--- config.mk ---
export PLATFORM = sky130hd
export DESIGN_NAME = cmac_top
export DESIGN_NICKNAME = d
export VERILOG_FILES = /design/src/design/cmac_pkg.sv /design/src/design/cmac_top.sv
export VERILOG_INCLUDE_DIRS = /design/src /design/src/design
export SDC_FILE = /design/constraint.sdc
export NUM_CORES = 1
export LEC_CHECK = 0
export BUFFER_PORTS_ARGS = -buffer_cell sky130_fd_sc_hd__buf_2
export CAP_MARGIN = 15
export CORE_UTILIZATION = 30
export CTS_CLUSTER_DIAMETER = 80
export DETAILED_ROUTE_END_ITERATION = 8
export GPL_ROUTABILITY_DRIVEN = 1
export PLACE_DENSITY_LB_ADDON = 0.1
export SLEW_MARGIN = 20
export SYNTH_ARGS = -nofsm -noshare
export SYNTH_HDL_FRONTEND = slang
export SYNTH_SLANG_ARGS = --single-unit
--- constraint.sdc ---
create_clock -name CLK -period 8.25 [get_ports CLK]
set_clock_uncertainty 0.2 [all_clocks]
set_input_delay 0.4125 -clock CLK [delete_from_list [all_inputs] [get_ports CLK]]
set_output_delay 0.4125 -clock CLK [all_outputs]
set_load 0.03 [all_outputs]
--- src/design/cmac_defs.svh ---
// Constant definitions for the controller mode and access control block.
`ifndef CMAC_DEFS_SVH
`define CMAC_DEFS_SVH

// Register byte offsets.
`define CMAC_OFS_CTRL 8'h00
`define CMAC_OFS_STAT 8'h04
`define CMAC_OFS_CFG 8'h08
`define CMAC_OFS_PWD 8'h0c
`define CMAC_OFS_REQ 8'h10
`define CMAC_OFS_RESP 8'h14
`define CMAC_OFS_DOUT 8'h18
`define CMAC_OFS_SAFE 8'h1c
`define CMAC_OFS_AOUT 8'h20
`define CMAC_OFS_NODE 8'h24

// Request codes written to the request register.
`define CMAC_REQ_RWDATA 4'h0
`define CMAC_REQ_RUN 4'h1
`define CMAC_REQ_STOP 4'h2
`define CMAC_REQ_CLOCK 4'h3
`define CMAC_REQ_RDFORCE 4'h4
`define CMAC_REQ_UPLOAD 4'h5
`define CMAC_REQ_DOWNLOAD 4'h6
`define CMAC_REQ_DELETE 4'h7
`define CMAC_REQ_FORCE 4'h8
`define CMAC_REQ_SCAN 4'h9
`define CMAC_REQ_CARTCOPY 4'ha
`define CMAC_REQ_LOGIN 4'hb
`define CMAC_REQ_CLEARALL 4'hc
`define CMAC_REQ_CONFIG 4'hd

// Response codes.
`define CMAC_RSP_NONE 2'h0
`define CMAC_RSP_OK 2'h1
`define CMAC_RSP_REJECT 2'h2

// Protection levels.
`define CMAC_LVL_1 2'h1
`define CMAC_LVL_2 2'h2
`define CMAC_LVL_3 2'h3

// Factory values.
`define CMAC_DFLT_PWD 32'h0000_0000
`define CMAC_CLEAR_PWD 32'h636c_7263
`define CMAC_DFLT_SAFE 8'h00
`define CMAC_AOUT_FROZEN 16'h0000

// Authorization hold after link loss.
`define CMAC_HOLD_S 60
`define CMAC_CLK_HZ 250000000

// Switch filter fill time before the power-up position is sampled.
`define CMAC_SW_SETTLE 3

`endif

--- src/design/cmac_pkg.sv ---
// Types for the controller mode and access control block.
package cmac_pkg;
    typedef enum logic [1:0] {CMAC_SW_STOP, CMAC_SW_TERM, CMAC_SW_RUN} cmac_switch_type;
    typedef enum {CMAC_STOPPED, CMAC_RUNNING} cmac_mode_type;
    typedef struct packed {
        logic [1:0] htrans;
        logic [7:0] haddr;
        logic hwrite;
        logic [2:0] hsize;
        logic [31:0] hwdata;
        logic hsel;
        logic hready;
    } cmac_ahb_req_type;
    typedef struct packed {
        logic [31:0] hrdata;
        logic hreadyout;
        logic hresp;
    } cmac_ahb_rsp_type;
endpackage

--- src/design/cmac_top.sv ---
// Run/stop mode control and password gated host access.
//
// Functional notes
// - Stopped: no execution, accepts download/config.
// - Running: executes program, refuses download/config.
// - Mode indicator always shows run or stop.
// - Switch to stop position stops execution.
// - Switch to run position starts execution.
// - Terminal position keeps mode, allows host.
// - Power-up in stop/terminal enters stopped.
// - Power-up in run position enters running.
// - Host mode changes refused in stop position.
// - Halt instruction moves device to stopped.
// - Three protection levels, default level one.
// - Correct password authorizes every restricted function.
// - Data, start/stop, clock always unrestricted.
// - Level 3 also protects forced-data read, upload.
// - Authorization per host, one host only.
// - Authorization revoked one minute after disconnect.
// - Clearing password overrides delete and clear-all protection.
// - Clear-all stops, restores defaults, keeps node/clock and analog image.
// - Clear-all leaves memory cartridge untouched.
// - Clear: digital outputs off, analog frozen.
// - Level/password change after configuration download.
// - Run-to-stop: outputs safe or hold; analog kept.
//
// Added by the designer: the AHB-Lite slave port and the address map.
`timescale 1ns/100ps
`default_nettype none
`include "cmac_defs.svh"

module cmac_top #(
    parameter int HOST_ID_W = 4,
    parameter longint HOLD_CYCLES = longint'(`CMAC_HOLD_S) * `CMAC_CLK_HZ
) (
    input wire logic CLK,
    input wire logic RST_B,
    input wire cmac_pkg::cmac_ahb_req_type AHB_REQ,
    output cmac_pkg::cmac_ahb_rsp_type AHB_RSP,
    input wire logic [1:0] MODE_SWITCH,
    input wire logic LINK_UP,
    input wire logic [HOST_ID_W-1:0] HOST_ID,
    input wire logic HALT_EXEC,
    output logic RUN_LED,
    output logic PROG_EXEC,
    output logic [7:0] DOUT,
    output logic [15:0] AOUT,
    output logic CART_WRITE
);
    import cmac_pkg::*;

    // Limited counter width keeps the hold timer small; larger holds are refused.
    initial begin
        if (HOST_ID_W < 1 || HOST_ID_W > 16 || HOLD_CYCLES < 1 || HOLD_CYCLES > 64'h0000_00ff_ffff_ffff) begin
            $error("cmac_top: unsupported parameter value");
        end
    end

    logic rst_s1_reg;
    logic rst_s2_reg;
    wire logic rst_n;

    // Reset is released through two flops so all state leaves reset on one edge.
    always_ff @(posedge CLK or negedge RST_B) begin
        if (!RST_B) begin
            rst_s1_reg <= 1'b0;
            rst_s2_reg <= 1'b0;
        end else begin
            rst_s1_reg <= 1'b1;
            rst_s2_reg <= rst_s1_reg;
        end
    end
    assign rst_n = rst_s2_reg;

    logic [1:0] sw_s1_reg;
    logic [1:0] sw_s2_reg;
    logic [1:0] sw_s3_reg;
    logic link_s1_reg;
    logic link_s2_reg;
    logic halt_s1_reg;
    logic halt_s2_reg;
    logic [HOST_ID_W-1:0] id_s1_reg;
    logic [HOST_ID_W-1:0] id_s2_reg;

    // Pin inputs come from outside the clock domain and are double-synchronised.
    always_ff @(posedge CLK or negedge rst_n) begin
        if (!rst_n) begin
            sw_s1_reg <= 2'h0;
            sw_s2_reg <= 2'h0;
            sw_s3_reg <= 2'h0;
            link_s1_reg <= 1'b0;
            link_s2_reg <= 1'b0;
            halt_s1_reg <= 1'b0;
            halt_s2_reg <= 1'b0;
            id_s1_reg <= '0;
            id_s2_reg <= '0;
        end else begin
            sw_s1_reg <= MODE_SWITCH;
            sw_s2_reg <= sw_s1_reg;
            sw_s3_reg <= sw_s2_reg;
            link_s1_reg <= LINK_UP;
            link_s2_reg <= link_s1_reg;
            halt_s1_reg <= HALT_EXEC;
            halt_s2_reg <= halt_s1_reg;
            id_s1_reg <= HOST_ID;
            id_s2_reg <= id_s1_reg;
        end
    end

    cmac_switch_type sw;
    logic [1:0] sw_prev_reg;
    logic [`CMAC_SW_SETTLE-1:0] sw_arm_reg;
    logic sw_valid_reg;
    logic link_prev_reg;
    wire logic sw_steady;
    assign sw = cmac_switch_type'(sw_s3_reg);
    // Both switch bits move on a terminal/run change, so a skewed one-cycle sample is never a position.
    assign sw_steady = (sw_s3_reg == sw_s2_reg);

    // Last steady switch position and link sample; power-up waits until the filter holds the pin.
    always_ff @(posedge CLK or negedge rst_n) begin
        if (!rst_n) begin
            sw_prev_reg <= 2'h0;
            sw_arm_reg <= '0;
            sw_valid_reg <= 1'b0;
            link_prev_reg <= 1'b0;
        end else begin
            if (sw_steady) begin
                sw_prev_reg <= sw_s3_reg;
            end
            sw_arm_reg <= {sw_arm_reg[`CMAC_SW_SETTLE-2:0], 1'b1};
            sw_valid_reg <= sw_arm_reg[`CMAC_SW_SETTLE-1];
            link_prev_reg <= link_s2_reg;
        end
    end

    // Bus address phase capture.
    logic [7:0] addr_reg;
    logic wr_reg;
    wire logic ap_valid;
    assign ap_valid = AHB_REQ.hsel && AHB_REQ.hready && AHB_REQ.htrans[1];
    always_ff @(posedge CLK or negedge rst_n) begin
        if (!rst_n) begin
            addr_reg <= 8'h00;
            wr_reg <= 1'b0;
        end else begin
            addr_reg <= AHB_REQ.haddr;
            wr_reg <= ap_valid && AHB_REQ.hwrite;
        end
    end

    wire logic wr_req;
    wire logic [3:0] req_code;
    assign wr_req = wr_reg && (addr_reg == `CMAC_OFS_REQ);
    assign req_code = AHB_REQ.hwdata[3:0];

    // Staged configuration, loaded into the active set by a configuration download.
    logic [1:0] lvl_reg;
    logic [31:0] pwd_reg;
    logic [1:0] lvl_stage_reg;
    logic [31:0] pwd_stage_reg;
    logic [31:0] cand_reg;
    logic [7:0] safe_reg;
    logic hold_dout_reg;
    logic [7:0] node_reg;
    logic [7:0] dimg_reg;
    logic [15:0] aimg_reg;
    cmac_mode_type mode_reg;
    cmac_mode_type mode_next;
    logic [1:0] resp_reg;
    logic auth_reg;
    logic [HOST_ID_W-1:0] auth_id_reg;
    logic [39:0] hold_cnt_reg;
    logic holding_reg;
    logic cleared_reg;

    // Authorization decision for the current request.
    logic restricted;
    logic host_auth;
    logic accept;
    always_comb begin
        host_auth = auth_reg && (auth_id_reg == id_s2_reg);
        restricted = 1'b0;
        case (req_code)
            `CMAC_REQ_DOWNLOAD, `CMAC_REQ_CONFIG, `CMAC_REQ_DELETE, `CMAC_REQ_FORCE,
            `CMAC_REQ_SCAN, `CMAC_REQ_CARTCOPY: restricted = (lvl_reg != `CMAC_LVL_1);
            `CMAC_REQ_RDFORCE, `CMAC_REQ_UPLOAD: restricted = (lvl_reg == `CMAC_LVL_3);
            default: restricted = 1'b0;
        endcase
        accept = !restricted || host_auth;
        case (req_code)
            `CMAC_REQ_DOWNLOAD, `CMAC_REQ_CONFIG: accept = accept && (mode_reg == CMAC_STOPPED);
            `CMAC_REQ_RUN, `CMAC_REQ_STOP: accept = (sw != CMAC_SW_STOP);
            `CMAC_REQ_LOGIN: accept = (cand_reg == pwd_reg) && (!auth_reg || host_auth);
            `CMAC_REQ_CLEARALL: accept = host_auth || lvl_reg == `CMAC_LVL_1 || cand_reg == `CMAC_CLEAR_PWD;
            `CMAC_REQ_DELETE: accept = accept || cand_reg == `CMAC_CLEAR_PWD;
            default: accept = accept;
        endcase
    end

    wire logic do_clear;
    wire logic do_cfg;
    assign do_clear = wr_req && accept && (req_code == `CMAC_REQ_CLEARALL || req_code == `CMAC_REQ_DELETE);
    assign do_cfg = wr_req && accept && (req_code == `CMAC_REQ_CONFIG || req_code == `CMAC_REQ_DOWNLOAD);

    // Operating mode: switch edges, power-up, host, halt and clear.
    always_comb begin
        mode_next = mode_reg;
        if (!sw_valid_reg) begin
            mode_next = (sw == CMAC_SW_RUN) ? CMAC_RUNNING : CMAC_STOPPED;
        end else if (sw_steady && sw_s3_reg != sw_prev_reg && sw == CMAC_SW_STOP) begin
            mode_next = CMAC_STOPPED;
        end else if (sw_steady && sw_s3_reg != sw_prev_reg && sw == CMAC_SW_RUN) begin
            mode_next = CMAC_RUNNING;
        end else if (do_clear && req_code == `CMAC_REQ_CLEARALL) begin
            mode_next = CMAC_STOPPED;
        end else if (halt_s2_reg && mode_reg == CMAC_RUNNING) begin
            mode_next = CMAC_STOPPED;
        end else if (wr_req && accept && req_code == `CMAC_REQ_RUN) begin
            mode_next = CMAC_RUNNING;
        end else if (wr_req && accept && req_code == `CMAC_REQ_STOP) begin
            mode_next = CMAC_STOPPED;
        end
    end

    always_ff @(posedge CLK or negedge rst_n) begin
        if (!rst_n) begin
            mode_reg <= CMAC_STOPPED;
        end else begin
            mode_reg <= mode_next;
        end
    end

    // Response register; a refused request changes nothing else.
    always_ff @(posedge CLK or negedge rst_n) begin
        if (!rst_n) begin
            resp_reg <= `CMAC_RSP_NONE;
        end else if (wr_req) begin
            resp_reg <= accept ? `CMAC_RSP_OK : `CMAC_RSP_REJECT;
        end
    end

    // Software registers; clear-all restores defaults except node address and analog image.
    always_ff @(posedge CLK or negedge rst_n) begin
        if (!rst_n) begin
            lvl_reg <= `CMAC_LVL_1;
            pwd_reg <= `CMAC_DFLT_PWD;
            lvl_stage_reg <= `CMAC_LVL_1;
            pwd_stage_reg <= `CMAC_DFLT_PWD;
            cand_reg <= 32'h0000_0000;
            safe_reg <= `CMAC_DFLT_SAFE;
            hold_dout_reg <= 1'b0;
            node_reg <= 8'h00;
            dimg_reg <= 8'h00;
            aimg_reg <= 16'h0000;
        end else if (do_clear && req_code == `CMAC_REQ_CLEARALL) begin
            lvl_reg <= `CMAC_LVL_1;
            pwd_reg <= `CMAC_DFLT_PWD;
            lvl_stage_reg <= `CMAC_LVL_1;
            pwd_stage_reg <= `CMAC_DFLT_PWD;
            cand_reg <= 32'h0000_0000;
            safe_reg <= `CMAC_DFLT_SAFE;
            hold_dout_reg <= 1'b0;
            dimg_reg <= 8'h00;
        end else begin
            if (do_cfg) begin
                lvl_reg <= (lvl_stage_reg == 2'h0) ? `CMAC_LVL_1 : lvl_stage_reg;
                pwd_reg <= pwd_stage_reg;
            end
            if (wr_reg) begin
                case (addr_reg)
                    `CMAC_OFS_CFG: begin
                        lvl_stage_reg <= AHB_REQ.hwdata[1:0];
                        hold_dout_reg <= AHB_REQ.hwdata[8];
                    end
                    `CMAC_OFS_PWD: begin
                        pwd_stage_reg <= AHB_REQ.hwdata;
                        cand_reg <= AHB_REQ.hwdata;
                    end
                    `CMAC_OFS_DOUT: dimg_reg <= AHB_REQ.hwdata[7:0];
                    `CMAC_OFS_SAFE: safe_reg <= AHB_REQ.hwdata[7:0];
                    `CMAC_OFS_AOUT: aimg_reg <= AHB_REQ.hwdata[15:0];
                    `CMAC_OFS_NODE: node_reg <= AHB_REQ.hwdata[7:0];
                    default: ;
                endcase
            end
        end
    end

    // Authorization holder and one-minute hold after link loss.
    wire logic hold_done;
    assign hold_done = holding_reg && (hold_cnt_reg >= 40'(HOLD_CYCLES - 1));
    always_ff @(posedge CLK or negedge rst_n) begin
        if (!rst_n) begin
            auth_reg <= 1'b0;
            auth_id_reg <= '0;
            holding_reg <= 1'b0;
            hold_cnt_reg <= 40'h00_0000_0000;
        end else if (hold_done || (do_clear && req_code == `CMAC_REQ_CLEARALL)) begin
            auth_reg <= 1'b0;
            holding_reg <= 1'b0;
            hold_cnt_reg <= 40'h00_0000_0000;
        end else if (wr_req && req_code == `CMAC_REQ_LOGIN && accept) begin
            auth_reg <= 1'b1;
            auth_id_reg <= id_s2_reg;
        end else if (link_prev_reg && !link_s2_reg && auth_reg) begin
            holding_reg <= 1'b1;
            hold_cnt_reg <= 40'h00_0000_0000;
        end else if (link_s2_reg && holding_reg && id_s2_reg == auth_id_reg) begin
            holding_reg <= 1'b0;
            hold_cnt_reg <= 40'h00_0000_0000;
        end else if (holding_reg) begin
            hold_cnt_reg <= hold_cnt_reg + 40'h00_0000_0001;
        end
    end

    // Clear marks outputs off until the next run.
    always_ff @(posedge CLK or negedge rst_n) begin
        if (!rst_n) begin
            cleared_reg <= 1'b0;
        end else if (do_clear && req_code == `CMAC_REQ_CLEARALL) begin
            cleared_reg <= 1'b1;
        end else if (mode_reg == CMAC_RUNNING) begin
            cleared_reg <= 1'b0;
        end
    end

    // Outputs come from flops; stop uses safe values or holds.
    always_ff @(posedge CLK or negedge rst_n) begin
        if (!rst_n) begin
            RUN_LED <= 1'b0;
            PROG_EXEC <= 1'b0;
            DOUT <= 8'h00;
            AOUT <= `CMAC_AOUT_FROZEN;
            CART_WRITE <= 1'b0;
        end else begin
            RUN_LED <= (mode_next == CMAC_RUNNING);
            PROG_EXEC <= (mode_next == CMAC_RUNNING);
            CART_WRITE <= wr_req && accept && req_code == `CMAC_REQ_CARTCOPY;
            if (cleared_reg || (do_clear && req_code == `CMAC_REQ_CLEARALL)) begin
                DOUT <= 8'h00;
                AOUT <= `CMAC_AOUT_FROZEN;
            end else if (mode_reg == CMAC_RUNNING) begin
                DOUT <= dimg_reg;
                AOUT <= aimg_reg;
            end else if (!hold_dout_reg) begin
                DOUT <= safe_reg;
            end
        end
    end

    // Read data; the slave always answers OKAY with no wait state.
    logic [31:0] rdata;
    logic [31:0] rdata_reg;
    always_comb begin
        rdata = 32'h0000_0000;
        case (AHB_REQ.haddr)
            `CMAC_OFS_STAT: rdata = {24'h00_0000, 3'h0, holding_reg, auth_reg, cleared_reg, 1'b0,
                                     (mode_reg == CMAC_RUNNING)};
            `CMAC_OFS_CFG: rdata = {23'h00_0000, hold_dout_reg, 4'h0, lvl_reg, lvl_stage_reg};
            `CMAC_OFS_RESP: rdata = {30'h0000_0000, resp_reg};
            `CMAC_OFS_DOUT: rdata = {24'h00_0000, dimg_reg};
            `CMAC_OFS_SAFE: rdata = {24'h00_0000, safe_reg};
            `CMAC_OFS_AOUT: rdata = {16'h0000, aimg_reg};
            `CMAC_OFS_NODE: rdata = {24'h00_0000, node_reg};
            `CMAC_OFS_CTRL: rdata = {30'h0000_0000, sw_s2_reg};
            default: rdata = 32'h0000_0000;
        endcase
    end

    // Read data is latched at the address phase so that hrdata comes from a flop.
    // Limitation: a read overlapping the data phase of a write sees the value before that write.
    always_ff @(posedge CLK or negedge rst_n) begin
        if (!rst_n) begin
            rdata_reg <= 32'h0000_0000;
        end else begin
            rdata_reg <= (ap_valid && !AHB_REQ.hwrite) ? rdata : 32'h0000_0000;
        end
    end
    assign AHB_RSP.hrdata = rdata_reg;
    assign AHB_RSP.hreadyout = 1'b1;
    assign AHB_RSP.hresp = 1'b0;
endmodule
`default_nettype wire

* Yosys cells after proc, flatten, opt, wreduce, memory -nomap -nowiden
Cells that the tools add are included.
** Cells by class
- Magnitude comparators :: 1
- Multiplexer cells :: 51
- Bitwise logic cells :: 2
- Reduce and logical (&&, ||, !) cells :: 68
- Add/subtract/negate cells :: 1
- Eq/ne operators :: 40
** Operators with widths (number)
- two-way mux 32 bit :: 13
- two-way mux 40 bit :: 5
- case mux 16 bit (8 select lines) :: 1
- two-way mux 8 bit :: 9
- == test 32 x 2 -> 1 bit, second input constant :: 2
- == test 8 x 5 -> 1 bit, second input constant :: 6
- adder 40 x 1 -> 40 bit, second input constant :: 1
- >= comparator 40 x 34 -> 1 bit, second input constant :: 1
- == test 32 x 31 -> 1 bit, second input constant :: 1
- == test 32 bit :: 1
- == test 8 x 6 -> 1 bit, second input constant :: 4
- zero test 32 bit :: 1
- two-way mux 16 bit :: 2
- logical AND 1 bit :: 26
- == test 4 bit, second input constant :: 6
- == test 8 x 4 -> 1 bit, second input constant :: 3
- nonzero test 2 bit :: 10
- == test 4 x 3 -> 1 bit, second input constant :: 4
- two-way mux 2 bit :: 7
- AND reduction 2 bit :: 7
- two-way mux 1 bit :: 12
- logical OR 1 bit :: 9
- == test 4 bit :: 2
- == test 8 x 3 -> 1 bit, second input constant :: 1
- other kinds (20) :: 29
** Storage, ports and cells
- Logic and storage cells :: 201
- Register bits after elaboration :: 284

* Logic depth before layout (Yosys ltp)
Gate-level depths: netlist (run 1).
- Word-level depth :: 17
- Gate-level depth with buffers :: 12
- Mapped depth without buffers :: 9

* Worst setup path after synthesis (run 1)
OpenSTA, ideal clock, no wires.
- Path kind :: in2reg
- From :: in AHB_REQ[4] (netlist bit)
- To :: reg hold_cnt_reg[35]
- Cell stages on the path :: 11
- Data required time :: 7.922 ns
- Arrival time :: 2.448 ns
- Buffers on the path :: 3
- Slack :: 5.474 ns
- Path through :: buf_2 -> nand3b_1 -> nor4_1 -> nand4_1 -> or4_1 -> buf_2 -> o32ai_4 -> buf_4 -> a21oi_1 -> a31oi_1 -> nor2_1
** On the way
- Longest elaborated chain between the ends :: 13
- Elaborated cells between the ends (all ways) :: 33
- Classes of those cells :: eq/ne (13); mux (3); reduce/logical (17)
** RTL lines
- from (decl) :: line cmac_top.sv:38 : input wire cmac_pkg::cmac_ahb_req_type AHB_REQ,
- == test 4 x 3 -> 1 bit, or another cell as far along :: line cmac_top.sv:184, cmac_top.sv:191
- OR reduction 6 bit / OR reduction 2 bit (equally long branches) :: line cmac_top.sv:184 : case (req_code)
- case mux 1 bit (2 select lines) :: line cmac_top.sv:184
- zero test 1 bit :: line cmac_top.sv:190 : accept = !restricted || host_auth;
- logical OR 1 bit :: line cmac_top.sv:190
- logical OR 1 bit (no source line) / logical AND 1 bit (equally long branches)
- case mux 1 bit (5 select lines) :: line cmac_top.sv:191 : case (req_code)
- logical AND 1 bit (2 in a row) :: line cmac_top.sv:203 : assign do_clear = wr_req && accept && (req_code == `CMAC_REQ_CLEARALL || req_code == `CMAC_REQ_DELETE);
- logical AND 1 bit (no source line)
- logical OR 1 bit :: line cmac_top.sv:299 : end else if (hold_done || (do_clear && req_code == `CMAC_REQ_CLEARALL)) begin
- != test 2 bit (no source line) / nonzero test 4 bit (equally long branches)
- AND reduction 2 bit (no source line)
- to (signal assigned) :: line cmac_top.sv:313 : hold_cnt_reg <= hold_cnt_reg + 40'h00_0000_0001;
- to (decl) :: line cmac_top.sv:173 : logic [39:0] hold_cnt_reg;
Parallel ways exist; a longest one is shown, timed or not.
A chain may end at the register's enable or synchronous reset.

* Worst setup path after layout (run 1)
- From :: reg hold_cnt_reg[0]
- To :: reg hold_cnt_reg[22]
** On the way
- Longest elaborated chain between the ends :: 6
- Elaborated cells between the ends (all ways) :: 12
- Classes of those cells :: add/sub (1); order compare (1); eq/ne (1); mux (5); reduce/logical (4)
** RTL lines
- adder 40 x 1 -> 40 bit :: line cmac_top.sv:313
- two-way mux 40 bit :: line cmac_top.sv:312 : end else if (holding_reg) begin
- two-way mux 40 bit :: line cmac_top.sv:309 : end else if (link_s2_reg && holding_reg && id_s2_reg == auth_id_reg) begin
- two-way mux 40 bit :: line cmac_top.sv:306 : end else if (link_prev_reg && !link_s2_reg && auth_reg) begin
- two-way mux 40 bit :: line cmac_top.sv:303 : end else if (wr_req && req_code == `CMAC_REQ_LOGIN && accept) begin
- two-way mux 40 bit :: line cmac_top.sv:299
Parallel ways exist; a longest one is shown, timed or not. The select of a mux whose other input is x is not followed.

==> results of run 1 <==
-- placed cells by master (no fill, tap or decap), types with 11 or more instances in the layout --
cell,count
a21oi_1,71
a31oi_1,17
and2_1,48
and3_1,12
buf_2,96
buf_4,12
clkbuf_16,31
conb_1,20
dfrtp_1,265
dlygate4sd3_1,48
mux2_2,31
mux2i_1,73
nand2_1,123
nand3_1,24
nand3b_1,13
nand4_1,11
nor2_1,129
nor3_1,20
nor4_1,27
o21ai_0,21
or3_1,17
xor2_1,35
-- power breakdown --
| group | switching, mW | internal, mW |
|---|---|---|
| sequential | 0.0587 | 1.36 |
| clock | 0.548 | 0.774 |
| combinational | 0.165 | 0.0906 |
| total | 0.771 | 2.23 |
-- metal layers --
metal | GRT usage | vias up | routed length (um)
li1 | - | 4326 | -
met1 | 0.221 | 4409 | 15500
met2 | 0.249 | 143 | 14900
met3 | 0.0235 | 42 | 1200
met4 | 0.0397 | 0 | 572
met5 | 0 | - | 0
-- worst max-delay path by stage --
stage,from,endpoint,slack (ps),cells past startpoint
after floorplan,rst_n,AOUT[0],30,0
after global placement,hold_cnt_reg[0],hold_cnt_reg[22],4330,9
after detailed placement,cand_reg[17],lvl_stage_reg[1],4340,8
after CTS,cand_reg[17],lvl_stage_reg[1],4300,8
after global routing,hold_cnt_reg[0],hold_cnt_reg[26],4020,9
final,hold_cnt_reg[0],hold_cnt_reg[22],4360,9
-- kinds of logic (layout without fill, tap and decap cells) --
group / count (synthesis) / in the layout / share of synthesized area
simple gates: 474 / 474 / 0.196
buf+inv: 81 / 222 / 0.0350
xor+xnor: 38 / 38 / 0.0274
fa+ha+maj: 1 / 1 / 0.00103
other cells: 2 / 22 / 0.000618
compound gates: 185 / 185 / 0.0989
mux: 104 / 104 / 0.0888
flops: 268 / 268 / 0.552
-- layout make-up --
type	count	area, um^2	share of cell area
clock buffer	47	896	0.0615
antenna	2	5.00	0.000343
multi-input combinational	822	5130	0.352
clock inverter	9	73.8	0.00506
tap	525	657	0.0451
sequential	268	6710	0.460
inverter	9	33.8	0.00232
timing repair buffer	157	1070	0.0735
-- per-stage QoR --
stage	cells	instance area (um^2)	power, mW	utilization	setup WS [ps]
finish	1839	14600	3.00	0.366	4360
global placement	1733	13100	1.69	0.329	4330
CTS	1837	14600	3.06	0.366	4300
global route	1837	14600	3.14	0.366	4020
detailed placement	1733	13100	1.69	0.329	4340
floorplan	1171	12200	1.60	-	31.6
==> impl_metrics.json, run 1 <==
{
  "cts_buffers": 31,
  "r2r_slack_ps": 4360,
  "status": "finished clean",
  "synth_top_cell_area_share": 0.547,
  "die_w_um": 203,
  "clk_transition_reported_paths_ps": 60,
  "relSlewSlack": 0.313,
  "overflow": 0,
  "crit_path_end_kind": "flop",
  "ant_nets": 0,
  "p_leak_nw": 6.88,
  "cpLargestDelayFamily": "simple AND/OR/NAND/NOR gates",
  "start_kind": "flop",
  "grt_pass1_wl_um": 50900,
  "wl_um": 32200,
  "largest_reg_flops": 40,
  "path_max_fanout": 23,
  "drive_gt1_frac": 0.162,
  "peakVddDrop_mv": 0.129,
  "cts_buffer_depth": 3,
  "synth.most_common_cell": "dfrtp_1",
  "timing.final.hold_violations": 0,
  "worstHoldStart": "AHB_REQ[5]",
  "reg2reg_depth": 9,
  "drt-initial-drc-count": 554,
  "gp_congestion": 0.750,
  "fin_tns_setup_ps": 0,
  "core_mm2": 0.0398,
  "die_h_um": 203,
  "post_cts_resized": 0,
  "cp.required_ps": 8460,
  "synthTopCellsByArea": "dfrtp_1, mux2i_1, nor2_1",
  "htreeDepth": 1,
  "start_util": 0.305,
  "maxSlewViolCount": 0,
  "synth_seq_area_share": 0.552,
  "grt_usage": 0.156,
  "synth_warnings": 0,
  "synth_seq_cells": 268,
  "fillers": 4023,
  "ys_top_cells_by_count": "dfrtp_1, nor2_1, nand2_1",
  "antenna_found_initial": 2,
  "min_path_type": "in2reg",
  "cts_hold_buf": 48,
  "area.growth.synth_to_final_pct": 19.9,
  "synth-edff-count": 0,
  "grt_pass1_vias": 8690,
  "num_rows": 73,
  "synth.distinct_cells": 75,
  "syn_inst": 1153,
  "cpPeakStageDelay_ps": 850,
  "cts.sinks": 268,
  "syn_area_mm2": 0.0122,
  "final_nets": 1348,
  "r2r_end": "hold_cnt_reg[22]",
  "max_freq_mhz": 257,
  "rsz0062_at_grt": "false",
  "powerDensity_mw_per_mm2": 206,
  "critPathBufInv": 0,
  "worst_pin_slew_ps": 1030,
  "r2r_start": "hold_cnt_reg[0]",
  "grt_max_degree": 151,
  "drt-wirelength-per-cell_um": 17.5,
  "firstDrtPassIters": 8,
  "vias": 8920,
  "vias_per_cell": 4.85,
  "min_to": "CART_WRITE",
  "synth_flop_cell": "dfrtp_1",
  "hold_depth": 2,
  "finalSetupViolCount": 0,
  "die-area_mm2": 0.0413,
  "syn_area_per_cell_um2": 10.5,
  "yosys.area.top_type": "dfrtp_1",
  "cts_tree": "yes",
  "critical_path.cell_chain": "ha_1 > nand4_1 > nor4_1 > o221ai_1 > a211oi_4 > or2_1 > nor2_1 > nand4b_1 > a21oi_1",
  "cp_slowest_cell": "or2_1",
  "cap_violations": 0,
  "hpwl_um": 21000,
  "async_reset_ff_frac": 1.00,
  "pin_count": 119,
  "cts-root-buf": "clkbuf_16",
  "timing.hold.ws_ps": 118,
  "crit_arrival_ps": 4100,
  "portBuffers": 96,
  "crit_type": "reg2reg",
  "insertion_delay_ps": 560,
  "finalCriticalPeriod_ps": 3890,
  "fin_crit_sh": 0.472,
  "postCtsSetupRepairBufs": 0,
  "drc_errors": 0
}
No activity file was read; power rests on OpenSTA's default activity.
==> run 2: changes to the inputs <==
- clock period: 8.25 -> 3.8 ns (I/O delays scaled with it)
==> run 2 against run 1 <==
Effect of this change:
- worst setup slack worse by 3800 ps
- worst hold slack worse by 96 ps
- routed wire length up 0.99%
- critical path type unchanged
- critical endpoint is now hold_cnt_reg[36]
- largest cell class unchanged
==> impl_metrics.json, run 2 (same netlist as run 1, synthesis figures left out) <==
{
  "power_mw": 6.98,
  "cts.sinks": 268,
  "start_util": 0.305,
  "cts-root-buf": "clkbuf_16",
  "layout_commonest_cell": "dfrtp_1",
  "cts_buffer_depth": 3,
  "drt-initial-drc-count": 468,
  "fin_crit_sh": 0.863,
  "portBuffers": 96,
  "fin_cells": 1871,
  "core_mm2": 0.0398,
  "peakVddDrop_mv": 0.206,
  "overflow": 0,
  "timing.final.hold_violations": 0,
  "finalCriticalPeriod_ps": 3280,
  "die-area_mm2": 0.0413,
  "grt_pass1_wl_um": 52600,
  "grt_max_degree": 69,
  "htreeDepth": 2,
  "grt_usage": 0.161,
  "wl_um": 32500,
  "die_w_um": 203,
  "drc_errors": 0,
  "maxSlewViolCount": 0,
  "placed_area_mm2": 0.0134,
  "worst_pin_slew_ps": 870,
  "postCtsSetupRepairBufs": 0,
  "cts_tree": "yes",
  "pin_count": 119,
  "crit_type": "reg2reg",
  "fin_tns_setup_ps": 0,
  "vias_per_cell": 4.78,
  "final_nets": 1380,
  "vias": 8950,
  "drt-wirelength-per-cell_um": 17.4,
  "powerDensity_mw_per_mm2": 465,
  "gp_congestion": 0.798,
  "relSlewSlack": 0.415,
  "num_rows": 73,
  "max_freq_mhz": 305,
  "crit_path_end_kind": "flop",
  "fin_area_mm2": 0.0150,
  "drive_gt1_frac": 0.178,
  "crit_arrival_ps": 3460,
  "p_leak_nw": 7.11,
  "cp.required_ps": 3980,
  "dp.cells": 1760,
  "die_h_um": 203,
  "cts_buffers": 34,
  "hpwl_um": 21800,
  "status": "finished clean",
  "ant_nets": 0,
  "cap_violations": 0,
  "diodes": 0,
  "fin_util": 0.377,
  "post_cts_resized": 0,
  "firstDrtPassIters": 7,
  "largest_reg_flops": 40,
  "start_kind": "flop",
  "insertion_delay_ps": 510,
  "fillers": 4030,
  "clk_transition_reported_paths_ps": 60,
  "grt_pass1_vias": 9195,
  "area.growth.synth_to_final_pct": 23.6,
  "finalSetupViolCount": 0,
  "antenna_found_initial": 0,
  "min_path_type": "in2reg",
  "final_cell_mix": "dfrtp_1, nor2_1, nand2_1, buf_2, mux2i_1",
  "rsz0062_at_grt": "false",
  "path_max_fanout": 8
}
-- run 2: cell count changes in the layout (fill, tap and decap cells not counted), sizes merged --
cell / delta
buf: +27
clkbuf: +6
clkinv: -4
bufinv: +3
diode: -2
dlygate4sd3: +2
-- run 2: per-stage QoR --
step	hold WS [ps]	setup slack (ps)
final	22.2	519
after global routing	10.1	273
after CTS	0.642	442
after detailed placement	-222	492
after global placement	-224	469
after floorplan	-306	918
-- run 2: worst max-delay path: stages (launching register included) --
cell and delay (ps):
dfrtp_1 420, xor2_1 180, nor4_1 380, buf_4 180
nand4_1 70, or4_1 530, buf_4 220, a31oi_4 220
and2b_1 300, nor2_2 340, nor2_1 90
-- run 2: final timing paths --
path                         startpoint  slack [ps]          endpoint  cells past startpoint
setup / recovery           cand_reg[20]         520  hold_cnt_reg[36]                     10
hold / removal               AHB_REQ[3]          20  lvl_stage_reg[1]                      2
setup reg to reg           cand_reg[20]         520  hold_cnt_reg[36]                     10
hold reg to reg             halt_s1_reg         150       halt_s2_reg                      0
max in group asynchronous         rst_n        2330  hold_cnt_reg[37]                      1
min in group asynchronous         rst_n         180      id_s1_reg[3]                      0
-- run 2: cell type report --
cell class                      instances  area, um^2  share of cell area
Clock buffer                           53        1000              0.0668
Clock inverter                          8         148             0.00982
Sequential cell                       268        6710               0.447
Multi-Input combinational cell        822        5120               0.341
Timing Repair Buffer                  186        1360              0.0902
Tap cell                              525         657              0.0437
Inverter                                9        33.8             0.00225
-- run 2: power breakdown --
part           switching, mW  internal, mW
combinational          0.370         0.231
sequential             0.128          2.96
clock                   1.21          2.09
-- run 2: what timing repair did --
action	in CTS	in global routing
hold endpoints to repair	88	0
hold buffers	50	0
endpoints found under the setup margin	0	0
-- run 2: routing by layer --
metal / vias up / track usage / part of all wire
li1: 4372 / - / -
met1: 4379 / 0.222 / 0.48
met2: 149 / 0.260 / 0.46
met3: 50 / 0.0254 / 0.035
met4: 0 / 0.0454 / 0.021
met5: - / 0 / 0
==> run 3: changes to the inputs <==
--- a/config.mk
+++ b/config.mk
@@ -10,2 +10,4 @@
 export CAP_MARGIN = 15
+export CELL_PAD_IN_SITES_DETAIL_PLACEMENT = 1
+export CELL_PAD_IN_SITES_GLOBAL_PLACEMENT = 1
 export CORE_UTILIZATION = 30
@@ -15,3 +17,2 @@
 export PLACE_DENSITY_LB_ADDON = 0.1
-export SLEW_MARGIN = 20
 export SYNTH_ARGS = -nofsm -noshare
--- a/constraint.sdc
+++ b/constraint.sdc
@@ -4,2 +4,2 @@
 set_output_delay 0.19 -clock CLK [all_outputs]
-set_load 0.03 [all_outputs]
+set_load 0.05 [all_outputs]
==> run 3 against run 2 <==
Effect of this change:
- combinational power is 8.6% higher
- global-route usage is 0.82 points higher
- non-clock buffer count is 1 higher
- flip-flop and latch count stayed put
- via count is 3.0% higher
- fmax is 5.1% lower
- sequential power hardly changed
- critical path type unchanged
- critical endpoint is now hold_cnt_reg[16]
- largest cell class unchanged
==> impl_metrics.json, run 3 (same netlist as run 1, synthesis figures left out) <==
{
  "status": "finished clean",
  "finalCriticalPeriod_ps": 3460,
  "timing.hold.ws_ps": 27.6,
  "overflow": 0,
  "layout_commonest_cell": "dfrtp_1",
  "comb_power_share": 0.098,
  "finalSetupViolCount": 0,
  "die-area_mm2": 0.0413,
  "grt_pass1_wl_um": 55400,
  "grt_pass1_vias": 9717,
  "cts.sinks": 268,
  "p_leak_nw": 7.03,
  "fin_crit_sh": 0.910,
  "firstDrtPassIters": 4,
  "powerDensity_mw_per_mm2": 447,
  "start_kind": "flop",
  "maxSlewViolCount": 0,
  "intPower_mw": 4.93,
  "pin_count": 119,
  "cp.required_ps": 4030,
  "antenna_found_initial": 0,
  "drive_gt1_frac": 0.176,
  "die_w_um": 203,
  "num_rows": 73,
  "portBuffers": 96,
  "insertion_delay_ps": 560,
  "worst_pin_slew_ps": 1120,
  "drc_errors": 0,
  "htreeDepth": 1,
  "grt_max_degree": 118,
  "final_nets": 1378,
  "vias": 9215,
  "vias_per_cell": 4.93,
  "p_switching_mw": 1.72,
  "start_util": 0.305,
  "core_mm2": 0.0398,
  "p_sw_frac": 0.259,
  "fillers": 4491,
  "ant_nets": 0,
  "seqPwrFrac": 0.464,
  "cts-root-buf": "clkbuf_16",
  "min_path_type": "reg2async",
  "route.met2.wl_um": 16300,
  "cap_violations": 0,
  "cts_hold_buf": 52,
  "drt-wirelength-per-cell_um": 18.3,
  "die_h_um": 203,
  "rsz0062_at_grt": "false",
  "grt_usage": 0.169,
  "crit_path_end_kind": "flop",
  "largest_reg_flops": 40,
  "gp_congestion": 0.780,
  "routed.top_layer": "met4",
  "crit_type": "reg2reg",
  "hpwl_um": 23300,
  "timing.final.hold_violations": 0,
  "peakVddDrop_mv": 0.286,
  "fin_tns_setup_ps": 0,
  "postCtsSetupRepairBufs": 0,
  "final_cell_mix": "dfrtp_1, nor2_1, nand2_1, buf_2, mux2i_1",
  "reg2reg_depth": 10,
  "r2r_start": "auth_id_reg[1]",
  "wl_met3_um": 978,
  "drt-initial-drc-count": 381,
  "wl_met1_um": 16100,
  "post_cts_resized": 0,
  "cts_buffers": 31,
  "wl_um": 34100,
  "diodes": 0,
  "path_max_fanout": 9,
  "clk_transition_reported_paths_ps": 60,
  "max_freq_mhz": 289,
  "crit_arrival_ps": 3690,
  "cts_buffer_depth": 3,
  "area.growth.synth_to_final_pct": 22.3,
  "clockPowerShare": 0.438,
  "cts_tree": "yes",
  "relSlewSlack": 0.249,
  "startpoint": "auth_id_reg[1]"
}
run 3: cell type report:
cell class	instances	area, um^2	area share
flip-flops and latches	268	6710	0.452
inverters	9	33.8	0.00227
multi-input cells	822	5120	0.344
well taps	525	657	0.0442
repair buffers	187	1360	0.0912
clock inverters	10	103	0.00690
clock buffers	47	886	0.0596
run 3: metrics by stage:
| step | std cells | utilization | total power [mW] | worst slack, ps | instance area, um^2 |
|---|---|---|---|---|---|
| global placement | 1759 | 0.335 | 3.76 | 270 | 13400 |
| CTS | 1868 | 0.373 | 6.79 | 264 | 14900 |
| floorplan | 1171 | - | 3.51 | 918 | 12200 |
| finish | 1868 | 0.373 | 6.65 | 342 | 14900 |
| detailed placement | 1759 | 0.335 | 3.77 | 290 | 13400 |
| global route | 1868 | 0.373 | 6.96 | 100 | 14900 |
run 3: path summary, 6_finish.rpt:
| kind | to | slack, ps |
|---|---|---|
| min reg2reg | sw_s1_reg[1] | 30 |
| max reg2reg | hold_cnt_reg[16] | 340 |
| min | sw_s1_reg[1] | 30 |
| min in group CLK | link_s1_reg | 60 |
| max in group asynchronous | pwd_reg[23] | 2390 |
| max | hold_cnt_reg[16] | 340 |
run 3: critical path: stages (launching register included):
cell	delay, ps
dfrtp_1	380
xor2_1	170
nor4_2	640
nor2_1	100
or4_1	540
buf_4	200
o32ai_4	480
nand2b_1	220
buf_4	190
or3_1	130
a21oi_1	60
run 3: metal layers:
metal	track usage	up-vias
li1	-	4372
met1	0.229	4664
met2	0.282	128
met3	0.0206	51
met4	0.0483	0
met5	0	-
run 3: power groups by stage:
stage	combinational [mW]	sequential, mW	clock (mW)
floorplan	0.339	3.17	0
global placement	0.624	3.13	0
detailed placement	0.628	3.14	0
CTS	0.670	3.09	3.03
global route	0.727	3.10	3.13
finish	0.654	3.08	2.91
